## src/verilog/lcd_drive_pkg.sv

```systemverilog
package lcd_drive_pkg;

  // ****************************************************************
  // Register map (AHB-Lite byte addresses)
  // ****************************************************************
  localparam logic [7:0] ctrl_offset = 8'h00;
  localparam logic [7:0] status_offset = 8'h04;
  localparam logic [7:0] data_offset = 8'h08;
  localparam logic [7:0] pointer_offset = 8'h0c;

  // ****************************************************************
  // Field positions in the control register
  // ****************************************************************
  localparam int ctrl_mode_lsb = 0;
  localparam int ctrl_half_bias_bit = 2;
  localparam int ctrl_enable_bit = 3;
  localparam int ctrl_power_save_bit = 4;
  localparam int ctrl_blink_lsb = 5;
  localparam int ctrl_in_bank_bit = 7;
  localparam int ctrl_out_bank_bit = 8;

  // ****************************************************************
  // Modes and reset values
  // ****************************************************************
  typedef enum logic [1:0] {
    mode_static = 2'h1,
    mode_mux2 = 2'h2,
    mode_mux3 = 2'h3,
    mode_mux4 = 2'h0
  } drive_mode_type;

  typedef struct packed {
    logic out_bank;
    logic in_bank;
    logic [1:0] blink;
    logic power_save;
    logic enable;
    logic half_bias;
    drive_mode_type mode;
  } drive_cfg_type;

  localparam drive_cfg_type cfg_reset = '{
    out_bank: 1'b0, in_bank: 1'b0, blink: 2'h0, power_save: 1'b0,
    enable: 1'b0, half_bias: 1'b0, mode: mode_mux4
  };

  localparam int segment_count = 40;
  localparam int backplane_count = 4;
  localparam logic [5:0] pointer_reset = 6'h00;
  localparam logic [2:0] subaddr_reset = 3'h0;

  // ****************************************************************
  // Timing
  // ****************************************************************
  localparam int clk_hz = 20000000;
  localparam int frame_div_normal = 2880;
  localparam int frame_div_save = 480;
  localparam int por_time_us = 1000;
  localparam int por_cycles = (por_time_us * (clk_hz / 1000000));

endpackage

```

## src/verilog/lcd_drive_mode_clock_control.sv

```systemverilog
// The implementer's own choices: the register addresses and register access over AHB-Lite.
`timescale 1ns/1ps
// What this block does
// - Reset drives all backplane and segment outputs to supply high.
// - Reset selects four backplanes, third bias.
// - Reset turns blinking off.
// - Reset clears input and output bank selectors.
// - Reset clears bus logic, pointer, subaddress.
// - Sequencing follows latest mode setting.
// - Half bias in two-backplane bypasses resistor.
// - Static mode uses one backplane, two levels.
// - Two-backplane mode allows half or third bias.
// - Three/four-backplane default third, allow half.
// - Four time slots per frame in every mode, one per active backplane, the rest idle.
// - Frame timing and display RAM writes run from one working clock.
// - Strap low: internal oscillator, clock out.
// - Strap high: oscillator off, clock pin input.
// - Frame is clock over 2880 or 480.
// - Stall a data write while display byte is pending.
module lcd_drive_mode_clock_control #(
  parameter int por_count = lcd_drive_pkg::por_cycles,
  parameter int div_normal = lcd_drive_pkg::frame_div_normal,
  parameter int div_save = lcd_drive_pkg::frame_div_save
) (
  // Clock and reset
  input wire logic i_sys_clk,
  input wire logic i_rst_b,
  // AHB-Lite slave
  input wire logic i_hsel,
  input wire logic [7:0] i_haddr,
  input wire logic [1:0] i_htrans,
  input wire logic i_hwrite,
  input wire logic [2:0] i_hsize,
  input wire logic [31:0] i_hwdata,
  input wire logic i_hready,
  output logic [31:0] o_hrdata,
  output logic o_hreadyout,
  output logic o_hresp,
  // Clock strap and clock pin
  input wire logic i_osc_select,
  input wire logic i_osc_tick,
  input wire logic i_clk_pin_in,
  output logic o_clk_pin_out,
  output logic o_clk_pin_oe,
  output logic o_osc_enable,
  // Panel drive
  output logic [3:0] o_backplane_outputs,
  output logic [39:0] o_segment_outputs,
  output logic o_bias_bypass,
  output logic o_frame_rate
);
  import lcd_drive_pkg::*;

  // ****************************************************************
  // Strap and power-on timer
  // ****************************************************************
  logic strap_q;
  logic por_done_q;
  logic [23:0] por_cnt_q;

  // The strap is only taken while the timer runs, so a late glitch cannot swap clocks mid-frame.
  // strap latched after reset.
  always_ff @(posedge i_sys_clk or negedge i_rst_b) begin
    if (!i_rst_b) begin
      strap_q <= 1'b0;
    end else if (!por_done_q) begin
      strap_q <= i_osc_select;
    end
  end

  // Bus writes wait for this timer, so an early host loses them instead of racing the reset.
  always_ff @(posedge i_sys_clk or negedge i_rst_b) begin
    if (!i_rst_b) begin
      por_cnt_q <= 24'h000000;
      por_done_q <= 1'b0;
    end else if (!por_done_q) begin
      por_cnt_q <= por_cnt_q + 24'h000001;
      if (por_cnt_q >= 24'(por_count - 1)) begin
        por_done_q <= 1'b1;
      end
    end
  end

  // ****************************************************************
  // Clock selection and working tick
  // ****************************************************************
  // internal oscillator drives the clock pin.
  assign o_osc_enable = ~strap_q;
  assign o_clk_pin_oe = ~strap_q;

  // one working tick from either source.
  logic pin_d1_q;
  logic pin_d2_q;
  logic pin_d3_q;
  logic work_tick;
  always_ff @(posedge i_sys_clk or negedge i_rst_b) begin
    if (!i_rst_b) begin
      pin_d1_q <= 1'b0;
      pin_d2_q <= 1'b0;
      pin_d3_q <= 1'b0;
    end else begin
      pin_d1_q <= i_clk_pin_in;
      pin_d2_q <= pin_d1_q;
      pin_d3_q <= pin_d2_q;
    end
  end
  assign work_tick = strap_q ? (pin_d2_q & ~pin_d3_q) : i_osc_tick;

  always_ff @(posedge i_sys_clk or negedge i_rst_b) begin
    if (!i_rst_b) begin
      o_clk_pin_out <= 1'b0;
    end else if (!strap_q && i_osc_tick) begin
      o_clk_pin_out <= ~o_clk_pin_out;
    end
  end

  // ****************************************************************
  // Register bus
  // ****************************************************************
  drive_cfg_type cfg_q;
  logic [5:0] pointer_q;
  logic [2:0] subaddr_q;
  logic [3:0] ram_q [0:segment_count-1];
  logic pend_q;
  logic [7:0] pend_data_q;
  logic ph_wr_q;
  logic [7:0] ph_addr_q;
  logic stall;

  // Only a data write can stall; every other access answers at once.
  // data phase stretched while a byte waits.
  assign stall = ph_wr_q && (ph_addr_q == data_offset) && pend_q;
  assign o_hreadyout = ~stall;
  assign o_hresp = 1'b0;

  always_ff @(posedge i_sys_clk or negedge i_rst_b) begin
    if (!i_rst_b) begin
      ph_wr_q <= 1'b0;
      ph_addr_q <= 8'h00;
    end else if (i_hready) begin
      ph_wr_q <= i_hsel && i_htrans[1] && i_hwrite && por_done_q;
      ph_addr_q <= i_haddr;
    end
  end

  // reset mode four backplanes third bias.
  always_ff @(posedge i_sys_clk or negedge i_rst_b) begin
    if (!i_rst_b) begin
      cfg_q <= cfg_reset;
    end else if (ph_wr_q && !stall && ph_addr_q == ctrl_offset) begin
      cfg_q <= drive_cfg_type'(i_hwdata[8:0]);
    end
  end

  // pointer and subaddress cleared on reset.
  always_ff @(posedge i_sys_clk or negedge i_rst_b) begin
    if (!i_rst_b) begin
      pointer_q <= pointer_reset;
      subaddr_q <= subaddr_reset;
    end else if (ph_wr_q && !stall && ph_addr_q == pointer_offset) begin
      pointer_q <= i_hwdata[5:0];
      subaddr_q <= i_hwdata[10:8];
    end else if (pend_q && work_tick) begin
      pointer_q <= (pointer_q >= 6'(segment_count - 1)) ? pointer_reset
                                                        : pointer_q + 6'h01;
    end
  end

  // A pending byte always clears on the tick that stores it, so a pointer write in
  // the same cycle cannot make it land twice.
  // one byte waits here for the working tick.
  always_ff @(posedge i_sys_clk or negedge i_rst_b) begin
    if (!i_rst_b) begin
      pend_q <= 1'b0;
      pend_data_q <= 8'h00;
    end else if (ph_wr_q && !stall && ph_addr_q == data_offset) begin
      pend_q <= 1'b1;
      pend_data_q <= i_hwdata[7:0];
    end else if (work_tick) begin
      pend_q <= 1'b0;
    end
  end

  always_ff @(posedge i_sys_clk) begin
    if (pend_q && work_tick) begin
      ram_q[pointer_q] <= pend_data_q[3:0];
    end
  end

  always_ff @(posedge i_sys_clk or negedge i_rst_b) begin
    if (!i_rst_b) begin
      o_hrdata <= 32'h00000000;
    end else if (i_hready && i_hsel && i_htrans[1] && !i_hwrite) begin
      case (i_haddr)
        ctrl_offset: o_hrdata <= {23'h000000, cfg_q};
        status_offset: o_hrdata <= {28'h0000000, pend_q, por_done_q, strap_q, o_bias_bypass};
        pointer_offset: o_hrdata <= {21'h000000, subaddr_q, 2'h0, pointer_q};
        default: o_hrdata <= 32'h00000000;
      endcase
    end
  end

  // ****************************************************************
  // Frame timing and backplane phase
  // ****************************************************************
  logic [11:0] slot_cnt_q;
  logic [1:0] phase_q;
  logic [1:0] last_phase;
  logic [11:0] slot_len;

  always_comb begin
    case (cfg_q.mode)
      mode_static: last_phase = 2'h0;
      mode_mux2: last_phase = 2'h1;
      mode_mux3: last_phase = 2'h2;
      default: last_phase = 2'h3;
    endcase
  end

  // frame length is 2880 or 480 ticks.
  assign slot_len = cfg_q.power_save ? 12'(div_save / 4) : 12'(div_normal / 4);

  always_ff @(posedge i_sys_clk or negedge i_rst_b) begin
    if (!i_rst_b) begin
      slot_cnt_q <= 12'h000;
      phase_q <= 2'h0;
      o_frame_rate <= 1'b0;
    end else if (work_tick) begin
      if (slot_cnt_q >= slot_len - 12'h001) begin
        slot_cnt_q <= 12'h000;
        if (phase_q == 2'h3) begin
          phase_q <= 2'h0;
          o_frame_rate <= ~o_frame_rate;
        end else begin
          phase_q <= phase_q + 2'h1;
        end
      end else begin
        slot_cnt_q <= slot_cnt_q + 12'h001;
      end
    end
  end

  // ****************************************************************
  // Panel outputs
  // ****************************************************************
  logic [1:0] row;
  logic slot_active;
  assign row = phase_q;
  assign slot_active = (phase_q <= last_phase);

  // resistor bypass for half bias two-backplane.
  // half bias accepted in three/four mode.
  always_ff @(posedge i_sys_clk or negedge i_rst_b) begin
    if (!i_rst_b) begin
      o_bias_bypass <= 1'b0;
    end else begin
      o_bias_bypass <= cfg_q.half_bias && (cfg_q.mode == mode_mux2);
    end
  end

  // Unused backplanes stay low rather than mirroring a used one, so each mode shows its count.
  function automatic logic bp_in_slot(input int b, input logic [1:0] ph,
                                      input logic [1:0] last);
    bp_in_slot = (ph <= last) && (2'(b) == ph);
  endfunction

  // outputs at supply high until enabled.
  always_ff @(posedge i_sys_clk or negedge i_rst_b) begin
    if (!i_rst_b) begin
      o_backplane_outputs <= 4'hf;
    end else if (!cfg_q.enable) begin
      o_backplane_outputs <= 4'hf;
    end else begin
      for (int b = 0; b < backplane_count; b++) begin
        o_backplane_outputs[b] <= bp_in_slot(b, row, last_phase);
      end
    end
  end

  // A segment shows its RAM bit for the current backplane row.
  genvar s;
  generate
    for (s = 0; s < segment_count; s++) begin : g_seg
      always_ff @(posedge i_sys_clk or negedge i_rst_b) begin
        if (!i_rst_b) begin
          o_segment_outputs[s] <= 1'b1;
        end else begin
          o_segment_outputs[s] <= !cfg_q.enable || (slot_active && ram_q[s][row]);
        end
      end
    end
  endgenerate

endmodule

```

## config.mk

```make
export PLATFORM = sky130hd
export DESIGN_NAME = lcd_drive_mode_clock_control
export DESIGN_NICKNAME = d
export VERILOG_FILES = /design/src/verilog/lcd_drive_pkg.sv /design/src/verilog/lcd_drive_mode_clock_control.sv
export SDC_FILE = /design/constraint.sdc
export NUM_CORES = 1
export LEC_CHECK = 0
export BUFFER_PORTS_ARGS = -buffer_cell sky130_fd_sc_hd__buf_2
export CORE_ASPECT_RATIO = 2
export CORE_MARGIN = 4
export CORE_UTILIZATION = 55
export CTS_BUF_LIST = sky130_fd_sc_hd__clkbuf_4 sky130_fd_sc_hd__clkbuf_8 sky130_fd_sc_hd__clkbuf_16
export DETAILED_ROUTE_END_ITERATION = 7
export HOLD_SLACK_MARGIN = 0.03
export PLACE_DENSITY_LB_ADDON = 0.12
export SYNTH_ARGS = -nofsm -noshare
export SYNTH_HDL_FRONTEND = slang
export SYNTH_SLANG_ARGS = --single-unit
```

## constraint.sdc

```tcl
create_clock -name i_sys_clk -period 6.9 [get_ports i_sys_clk]
set_input_delay 0.69 -clock i_sys_clk [delete_from_list [all_inputs] [get_ports i_sys_clk]]
set_output_delay 0.69 -clock i_sys_clk [all_outputs]
set_load 0.03 [all_outputs]
```

### Yosys cells after proc, flatten, opt, wreduce, memory -nomap -nowiden

Memories as Yosys holds them, arrays and structs flattened.
Cells that the tools add are included.

* add/sub/neg operators: 5
* order comparisons: 5
* equality and inequality tests: 11
* mux-type cells: 96
* bitwise logic cells: 6
* reduce and logical (&&, ||, !) cells: 110

Operator list (number)
* 1-bit binary-select mux with 2-bit select: 40
* 1-bit logical AND: 59
* 1-bit 2-to-1 mux: 47
* 1-bit logical OR: 40
* 11-bit one-hot mux with 3 select lines: 1
* 24-bit by 1-bit adder with 24-bit output (second input constant): 1
* 8-bit by 4-bit == test with 1-bit output (second input constant): 3
* 24-bit by 15-bit greater-or-equal comparator with 1-bit output (second input constant): 1
* 6-bit 2-to-1 mux: 3
* 8-bit logical NOT: 2
* 12-bit by 1-bit adder with 12-bit output (second input constant): 1
* 12-bit greater-or-equal comparator: 1
* 12-bit 2-to-1 mux: 1
* 10-bit by 1-bit subtractor with 11-bit output (second input constant): 1
* 10-bit 2-to-1 mux: 1
* 8-bit by 3-bit == test with 1-bit output (second input constant): 1
* 6-bit by 1-bit adder with 6-bit output (second input constant): 1
* 2-bit == test (second input constant): 3
* 6-bit greater-or-equal comparator (second input constant): 1
* 2-bit one-hot mux with 3 select lines: 1
* 1-bit NOT: 5
* 2-bit == test (first input constant): 2
* 1-bit logical NOT: 4
* 4-bit 2-to-1 mux: 1
* other kinds (11): 12

* flip-flop bits (word level): 154
* memory bits (writable): 160
* bits of input ports: 53
* output and inout port bits: 83
* word-level logic and storage cells: 300
* memories kept: 1

Memory list
* ram_q: words 40, width 4, rd ports 40, clocked after memory_dff 0, write ports 1, line lcd_drive_mode_clock_control.sv:123 `logic [3:0] ram_q [0:segment_count-1];`

### Logic depth before layout (Yosys ltp)

Gate-level depths: netlist (run 1).

* word-level depth: 7
* depth in mapped cells: 9
* gate-level depth less buffers: 7

### Worst setup path before layout (run 1)

No wires, ideal clock.

* kind: reg-to-reg
* start: register cfg_q[4] in the netlist's numbering
* end: register phase_q[1]
* setup time: 0.125 ns
* arrival time: 2.036 ns
* data required time: 6.775 ns
* setup slack: 4.739 ns
* stages on the path, launching flop included: 7
* buffers on the path: 0
* period minus slack after synthesis: 2.161 ns
* cells stage by stage: dfrtp_1 -> ha_1 -> a311o_1 -> a2111oi_4 -> o21ai_2 -> and2_4 -> mux2_4

* word-level cells in the longest chain between the ends: 4

Ends and longest elaborated chain
* start: declaration: line lcd_drive_mode_clock_control.sv:120 `drive_cfg_type cfg_q;`
* start signal: assignment: line lcd_drive_mode_clock_control.sv:149 `cfg_q <= cfg_reset;`
* start signal: assignment: line lcd_drive_mode_clock_control.sv:151 `cfg_q <= drive_cfg_type'(i_hwdata[8:0]);`
* 10-bit 2-to-1 mux: line lcd_drive_mode_clock_control.sv:221 `assign slot_len = cfg_q.power_save ? 12'(div_save / 4) : 12'(div_normal / 4);`
* 10-bit by 1-bit subtractor with 11-bit output: line lcd_drive_mode_clock_control.sv:229 `if (slot_cnt_q >= slot_len - 12'h001) begin`
* 12-bit greater-or-equal comparator: line lcd_drive_mode_clock_control.sv:229
* 2-bit AND reduction (no source line)
* end signal: assignment: line lcd_drive_mode_clock_control.sv:235 `phase_q <= phase_q + 2'h1;`
* end: declaration: line lcd_drive_mode_clock_control.sv:207 `logic [1:0] phase_q;`

No other way between the ends.
A chain may end at the register's enable or synchronous reset.

### Final worst setup path (run 1)

* start: register ph_addr_q[4]
* end: output port o_hreadyout

* word-level cells in the longest chain between the ends: 4

Ends and longest elaborated chain
* start: declaration: line lcd_drive_mode_clock_control.sv:127 `logic [7:0] ph_addr_q;`
* start signal: assignment: line lcd_drive_mode_clock_control.sv:142 `ph_addr_q <= i_haddr;`
* 8-bit by 4-bit == test with 1-bit output: line lcd_drive_mode_clock_control.sv:132 `assign stall = ph_wr_q && (ph_addr_q == data_offset) && pend_q;`
* 1-bit logical AND (2 in series): line lcd_drive_mode_clock_control.sv:132
* 1-bit NOT: line lcd_drive_mode_clock_control.sv:133 `assign o_hreadyout = ~stall;`
* end: declaration: line lcd_drive_mode_clock_control.sv:37 `output logic o_hreadyout,`

No other way between the ends.

==> qor.tcl, run 1 <==
set qor(status) {complete, no violations}
set qor(drive_above_1_share_pct) 29.2
set qor(place_congestion) 0.827
set qor(critical_path.reg2reg.endpoint) {phase_q[1]}
set qor(setup_violations) 0
set qor(dieWidth_um) 112
set qor(worst-r2r-cell-count) 6
set qor(grt_first_pass_wirelength_mm) 38.8
set qor(timing.setup.tns_ns) 0
set qor(via_count_of_the_first_global_routing_pass) 7438
set qor(timing.critical_path.from) {ph_addr_q[4]}
set qor(final_net_count) 965
set qor(ctsHoldBuffers) 0
set qor(worst_r2r_startpoint) {cfg_q[4]}
set qor(maxCapViolCount) 0
set qor(via_count) 6686
set qor(cts-resized-gates) 0
set qor(internal_power_mw) 2.98
set qor(total_detailed_routing_wirelength_mm) 23.8
set qor(portion_of_total_power_attributed_to_the_clock_network_pct) 35.5
set qor(dominantRegCellSynth) {sky130_fd_sc_hd__edfxtp_1}
set qor(num_io_pins) 136
set qor(p_sw_share_pct) 25.7
set qor(rrSetupSlack_ns) 4.47
set qor(clock_transition_time_at_the_flip_flop_clock_pins_of_the_worst_setup_and_hold_paths_ns) 0.06
set qor(drc) 0
set qor(seq_power_share_pct) 47.9
set qor(yosysUniqueCellTypes) 55
set qor(tightestPinTransition_ns) 0.918
set qor(clockRootBuffer) {sky130_fd_sc_hd__clkbuf_16}
set qor(layout.cells.most_common) {sky130_fd_sc_hd__edfxtp_1}
set qor(die_area_um2) 24300
set qor(critical_path.endpoint_type) {primary output}
set qor(clk_path_buf_depth) 3
set qor(post_synth_edffs) 160
set qor(core_area_um2) 21500
set qor(syn-instance-count) 808
set qor(post-dp-hpwl_mm) 15.9
set qor(dp_cells) 1143
set qor(synthArstFlopShare_pct) 45.4
set qor(report.final.slew_viol_count) 0
set qor(tritoncts_num_sinks) 293
set qor(cts.repair_timing.setup_buffer_count) 0
set qor(rsz_0062_raised_after_global_routing) {false}
set qor(synthesis.yosys.warnings) 0
set qor(tcrit_tclk_final_pct) 38.2
set qor(gr-usage-met2_pct) 37.8
set qor(gr-usage-met3_pct) 2.65
set qor(routed_wire_length_per_instance_um) 20.0
set qor(worstSetupStartpointType) {flop}
set qor(tritoncts) {yes}
set qor(htreeDepth) 1
set qor(finalCriticalPeriod_ns) 2.63
set qor(hold_path_class) {input port to flop}
set qor(detail_route.iter0.violations) 402
set qor(switching_power_mw) 1.03
set qor(slew-limit-headroom_pct) 38.8
set qor(port_buffer_count) 88
set qor(post_synth_instance_area_um2) 12000
set qor(power_per_cell_area_nw_per_um2) 299
set qor(busiest_layer) {met2}
set qor(fmax_ghz) 0.380
set qor(worst_path_required_ns) 6.21
set qor(final-hold-violation-count) 0
set qor(yosys_register_bits) 293
set qor(core.rowCount) 76
set qor(initial_util_pct) 55.6
set qor(comb_power_share_pct) 16.6
set qor(viasPerCell) 5.63
set qor(crit_chain) {nor4b_1 -> nand2_1 -> nor2_1 -> nand3_1 -> buf_2}
set qor(number_of_antenna_violations_at_the_first_check_in_global_routing) 0
set qor(crit_slowest_cell) {sky130_fd_sc_hd__dfrtp_1}
set qor(antenna_cells_inserted) 0
set qor(endpoint) {o_hreadyout}
set qor(worst-path-max-fanout) 4
set qor(final-instance-count-excl-fill) 1188
set qor(cts_made_buffers) 25
set qor(die_h_um) 216
set qor(syn_to_final_growth_pct) 12.2
set qor(yosysSeqAreaShare_pct) 68.5
set qor(globalRoute.totalOverflow) 0
set qor(fillCellCount) 1656
set qor(hp-start) {i_clk_pin_in}
set qor(cp_class) {flop to primary output}
set qor(worst_ir_drop_vdd_v) 0.000421
set qor(gr-usage-all-layers_pct) 20.3
set qor(clkLatencyLatePin_ns) 0.53
set qor(ff_latch_area_um2) 8190
set qor(detail-route-antenna-nets) 0
set qor(grtUsageMet1_pct) 22.7
set qor(critPathArrivalTime_ns) 1.94
set qor(drtPass1Iterations) 4
set qor(layout.cells.most_common_list) {160 x sky130_fd_sc_hd__edfxtp_1, 88 x sky130_fd_sc_hd__dfrtp_1, 87 x sky130_fd_sc_hd__buf_2}
set qor(combined_area_of_the_multi_input_logic_cells_um2) 3330
set qor(syn-mean-instance-area_um2) 14.8
set qor(critPathMaxStageDelay_ns) 0.38
set qor(grt_start_max_net_pins) 73
set qor(p_leak_nw) 5.29
set qor(finalClockSkew_ns) 0.00754
## worst max-delay path: cells and delay by family (launching register included)
family / cells / cell delay (ns)
flip-flops: 1 / 0.38
buffers and inverters: 1 / 0.21
AND/OR/NAND/NOR: 4 / 0.83
## worst min path at each step
stage | end | slack [ns] | cells after the start
5_1_grt | pin_d1_q | 0.26 | 1
2_1_floorplan | pin_d2_q | 0.33 | 0
3_3_place_gp | pin_d2_q | 0.34 | 0
3_5_place_dp | pin_d2_q | 0.34 | 0
4_1_cts | pin_d1_q | 0.26 | 1
6_report | pin_d1_q | 0.28 | 1
## metal layers
metal | vias to the layer above | share of wire (%)
met1 | 3406 | 35
met2 | 173 | 56
met4 | 0 | 4.0
met5 | - | 0
li1 | 3050 | -
met3 | 57 | 4.4
## synthesized netlist by cell type (2+ instances only)
cell	count	share of area, %
sky130_fd_sc_hd__a21o_1	3	0.19
sky130_fd_sc_hd__mux2_2	29	2.7
sky130_fd_sc_hd__o31ai_1	4	0.25
sky130_fd_sc_hd__nor3_1	8	0.33
sky130_fd_sc_hd__or3_1	2	0.10
sky130_fd_sc_hd__nand2_1	47	1.5
sky130_fd_sc_hd__xor2_1	6	0.44
sky130_fd_sc_hd__nand2b_1	3	0.16
sky130_fd_sc_hd__mux2i_1	2	0.17
sky130_fd_sc_hd__a21oi_1	8	0.33
sky130_fd_sc_hd__nand3b_1	7	0.44
sky130_fd_sc_hd__and2_1	2	0.10
sky130_fd_sc_hd__dfrtp_1	89	19
sky130_fd_sc_hd__nor4_1	3	0.16
sky130_fd_sc_hd__a31oi_1	3	0.16
sky130_fd_sc_hd__or3b_2	2	0.15
sky130_fd_sc_hd__and3_1	6	0.31
sky130_fd_sc_hd__inv_1	53	1.7
sky130_fd_sc_hd__buf_2	9	0.38
sky130_fd_sc_hd__ha_1	15	1.6
sky130_fd_sc_hd__nand3_1	14	0.59
sky130_fd_sc_hd__and4b_1	2	0.17
sky130_fd_sc_hd__nand4_1	10	0.52
sky130_fd_sc_hd__nor2_1	64	2.0
sky130_fd_sc_hd__a22oi_1	8	0.50
sky130_fd_sc_hd__nor2b_1	3	0.16
sky130_fd_sc_hd__o21ai_0	65	2.7
sky130_fd_sc_hd__dfstp_2	44	9.7
sky130_fd_sc_hd__and4_1	2	0.15
sky130_fd_sc_hd__xnor2_1	26	1.9
sky130_fd_sc_hd__clkbuf_1	24	0.75
sky130_fd_sc_hd__mux4_2	40	7.5
sky130_fd_sc_hd__buf_4	23	1.4
sky130_fd_sc_hd__o21ai_2	2	0.15
sky130_fd_sc_hd__edfxtp_1	160	40
## registers in the layout (all words and copies together) (netlist names)
| register | count |
|---|---|
| ram_q | 160 |
| o_backplane_outputs | 4 |
| pend_q | 1 |
| ph_addr_q | 8 |
| strap_q | 1 |
| o_segment_outputs | 40 |
| phase_q | 2 |
| por_cnt_q | 24 |
| o_hrdata | 11 |
| o_bias_bypass | 1 |
| pin_d1_q | 1 |
| slot_cnt_q | 12 |
| subaddr_q | 3 |
| por_done_q | 1 |
| o_frame_rate | 1 |
| pend_data_q | 4 |
| pointer_q | 6 |
| pin_d3_q | 1 |
| ph_wr_q | 1 |
| cfg_q | 9 |
| pin_d2_q | 1 |
| o_clk_pin_out | 1 |
## final cells by class
class	instances	area share [%]
Clock buffer	35	5.45
Clock inverter	10	0.756
Inverter	53	1.48
Multi-Input combinational cell	426	24.8
Sequential cell	293	61.1
Tap cell	273	2.55
Timing Repair Buffer	98	3.86
## cells by family (layout without fill, tap and decap cells)
group	after synthesis	after routing	share of synthesized area (%)
flip-flops	293	293	68.5
buffers and inverters	110	196	4.33
AND/OR/NAND/NOR	184	184	7.65
XOR/XNOR	32	32	2.34
other	1	22	0.0314
adder cells (fa/ha/maj)	15	15	1.57
AO/OA/AOI/OAI	101	101	5.00
multiplexers	72	72	10.6
## per-stage QoR
step	power, mW	util [%]	hold slack (ns)	setup WS, ns	instance area [µm²]
floorplan	2.47	-	0.331	4.74	12000
CTS	4.06	62.4	0.265	4.23	13400
finish	4.01	62.4	0.282	4.27	13400
detailed placement	2.64	58.5	0.338	4.28	12600
global route	4.20	62.4	0.261	4.08	13400
global placement	2.62	58.5	0.343	4.34	12600
## power by group through the flow
stage	logic (mW)	registers [mW]	clock network, mW
final	0.664	1.92	1.42
after global placement	0.668	1.95	0
after global routing	0.741	1.93	1.54
after detailed placement	0.682	1.96	0
after floorplan	0.488	1.98	0
after CTS	0.684	1.92	1.45
Power figures use the tool's default switching activity.
==> run 2: changes to the inputs <==
--- a/config.mk
+++ b/config.mk
@@ -8,7 +8,7 @@
 export BUFFER_PORTS_ARGS = -buffer_cell sky130_fd_sc_hd__buf_2
 export CORE_ASPECT_RATIO = 2
 export CORE_MARGIN = 4
-export CORE_UTILIZATION = 55
+export CORE_UTILIZATION = 53
 export CTS_BUF_LIST = sky130_fd_sc_hd__clkbuf_4 sky130_fd_sc_hd__clkbuf_8 sky130_fd_sc_hd__clkbuf_16
 export DETAILED_ROUTE_END_ITERATION = 7
 export HOLD_SLACK_MARGIN = 0.03
==> constraint.sdc (replaced) <==
create_clock -name i_sys_clk -period 2.4 [get_ports i_sys_clk]
set_input_delay 0.24 -clock i_sys_clk [delete_from_list [all_inputs] [get_ports i_sys_clk]]
set_output_delay 0.24 -clock i_sys_clk [all_outputs]
set_load 0.03 [all_outputs]
==> qor.tcl, run 2 (synthesis results as in run 1) <==
set qor(status) {complete, no violations}
set qor(crit_slowest_cell) {sky130_fd_sc_hd__dfrtp_1}
set qor(cp_class) {flop to flop}
set qor(worst_path_required_ns) 2.82
set qor(port_buffer_count) 88
set qor(via_count) 6745
set qor(dieWidth_um) 114
set qor(globalRoute.totalOverflow) 0
set qor(maxCapViolCount) 0
set qor(tightestPinTransition_ns) 0.664
set qor(number_of_antenna_violations_at_the_first_check_in_global_routing) 0
set qor(critPathMaxStageDelay_ns) 0.46
set qor(drtPass1Iterations) 5
set qor(detail_route.iter0.violations) 337
set qor(timing.setup.tns_ns) 0
set qor(worst-path-buf-inv) 0
set qor(post-dp-hpwl_mm) 16.2
set qor(preCtsSetupSlack_ns) 0.0889
set qor(core_area_um2) 22200
set qor(crit_chain) {ha_1 -> a311o_1 -> a2111oi_4 -> o21ai_2 -> and2_4 -> mux2_4}
set qor(worst-path-max-fanout) 11
set qor(placement.cell_area_um2) 12700
set qor(tritoncts) {yes}
set qor(viasPerCell) 5.51
set qor(routed_wire_length_per_instance_um) 19.9
set qor(clkLatencyLatePin_ns) 0.53
set qor(tcrit_tclk_final_pct) 95.8
set qor(p_leak_nw) 5.44
set qor(finalCriticalPeriod_ns) 2.30
set qor(portion_of_total_power_attributed_to_the_clock_network_pct) 34.7
set qor(worst_ir_drop_vdd_v) 0.000904
set qor(internal_power_mw) 8.62
set qor(rsz_0062_raised_after_global_routing) {true}
set qor(syn_to_final_growth_pct) 15.1
set qor(slew-limit-headroom_pct) 55.8
set qor(setup_violations) 0
set qor(finalClockSkew_ns) 0.0210
set qor(holdPathStages) 3
set qor(comb_power_share_pct) 17.2
set qor(power_per_cell_area_nw_per_um2) 844
set qor(critical_path.endpoint_type) {flop}
set qor(drc) 0
set qor(worstSetupStartpointType) {flop}
set qor(clockRootBuffer) {sky130_fd_sc_hd__clkbuf_16}
set qor(detail-route-antenna-nets) 0
set qor(via_count_of_the_first_global_routing_pass) 7373
set qor(largest_register) {ram_q}
set qor(final-hold-violation-count) 0
set qor(initial_util_pct) 53.9
set qor(drive_above_1_share_pct) 29.4
set qor(seq_power_share_pct) 48.0
set qor(gr-usage-all-layers_pct) 20.1
set qor(path_delay_family) {compound AO/OA/AOI/OAI gates}
set qor(reg_top3) {ram_q (160), o_segment_outputs (40), por_cnt_q (24)}
set qor(fmax_ghz) 0.435
set qor(cts_made_buffers) 25
set qor(report.final.slew_viol_count) 0
set qor(core.rowCount) 77
set qor(tritoncts_num_sinks) 293
set qor(final.setup.worst_slack_ns) 0.0997
set qor(hold_path_class) {input port to flop}
set qor(grt_first_pass_wirelength_mm) 39.3
set qor(dp_cells) 1158
set qor(place_congestion) 0.793
set qor(critPathArrivalTime_ns) 2.72
set qor(ff_latch_area_um2) 8190
set qor(layout.cells.most_common) {sky130_fd_sc_hd__edfxtp_1}
set qor(clk_path_buf_depth) 3
set qor(final_area_um2) 13800
set qor(fillCellCount) 1720
set qor(final-instance-count-excl-fill) 1225
set qor(switching_power_mw) 2.99
set qor(p_sw_share_pct) 25.7
set qor(worst-r2r-cell-count) 6
set qor(combined_area_of_the_multi_input_logic_cells_um2) 3330
set qor(die_area_um2) 25200
set qor(num_io_pins) 136
set qor(crit_cells) 6
set qor(grt_start_max_net_pins) 66
set qor(total_detailed_routing_wirelength_mm) 24.3
set qor(htreeDepth) 1
set qor(final_net_count) 999
set qor(design_power_total_mw) 11.6
set qor(rrSetupSlack_ns) 0.1
set qor(clock_transition_time_at_the_flip_flop_clock_pins_of_the_worst_setup_and_hold_paths_ns) 0.07
set qor(die_h_um) 220
set qor(layout.cells.most_common_list) {160 x sky130_fd_sc_hd__edfxtp_1, 88 x sky130_fd_sc_hd__dfrtp_1, 87 x sky130_fd_sc_hd__buf_2}
set qor(antenna_cells_inserted) 0
set qor(largest_reg_flops) 160
-- run 2: cell types whose count changed in the layout (fill, tap and decap cells not counted), moves of 2 or more --
cell and delta:
sky130_fd_sc_hd__clkinv_2 -2, sky130_fd_sc_hd__clkbuf_4 +2, sky130_fd_sc_hd__buf_12 +3, sky130_fd_sc_hd__dlygate4sd3_1 +22, sky130_fd_sc_hd__buf_4 +8
-- run 2: routing by layer --
| layer | global-route usage [%] | wire length, µm |
|---|---|---|
| met1 | 22.8 | 8910 |
| met5 | 0 | 0 |
| met4 | 5.87 | 541 |
| met3 | 2.27 | 879 |
| met2 | 39.2 | 14000 |
-- run 2: final cells by class --
class,instances,area share (%)
Sequential cell,293,59.5
Multi-Input combinational cell,426,24.2
Timing Repair Buffer,132,6.32
Clock buffer,38,5.52
Tap cell,276,2.51
Inverter,53,1.45
Clock inverter,7,0.437
-- run 2: power groups by stage --
| stage | Sequential (mW) | Clock, mW | Combinational [mW] |
|---|---|---|---|
| final | 5.58 | 4.03 | 2.00 |
| after floorplan | 5.69 | 0 | 1.40 |
| after global placement | 5.67 | 0 | 1.99 |
| after CTS | 5.58 | 4.12 | 2.06 |
| after global routing | 5.60 | 4.31 | 2.20 |
| after detailed placement | 5.68 | 0 | 2.03 |
-- run 2: through the flow --
stage	hold slack, ns	utilization [%]
after floorplan	-0.0556	-
after global placement	0.288	57.4
after detailed placement	0.294	57.4
after CTS	0.0595	62.1
after global routing	0.0868	62.1
final	0.0747	62.1
-- run 2: path summary, 6_finish.rpt --
kind,startpoint,to
worst max-delay path,cfg_q[4],phase_q[1]
worst min-delay path,i_osc_tick,o_clk_pin_out
worst max register to register,cfg_q[4],phase_q[1]
worst min register to register,pin_d1_q,pin_d2_q
max in group asynchronous,i_rst_b,phase_q[0]
min in group asynchronous,i_rst_b,por_cnt_q[22]
-- run 2: worst register-to-register path, cell delays in order (launching register included) --
cell	delay (ns)
sky130_fd_sc_hd__dfrtp_1	0.46
sky130_fd_sc_hd__ha_1	0.34
sky130_fd_sc_hd__a311o_1	0.40
sky130_fd_sc_hd__a2111oi_4	0.38
sky130_fd_sc_hd__o21ai_2	0.10
sky130_fd_sc_hd__and2_4	0.22
sky130_fd_sc_hd__mux2_4	0.30
-- run 2: repair_timing --
action                                  CTS  global route
endpoints found under the hold margin    84             0
gates resized for setup                   0             0
hold buffers                             22             0
setup buffers                             0             0
endpoints found under the setup margin    0             3
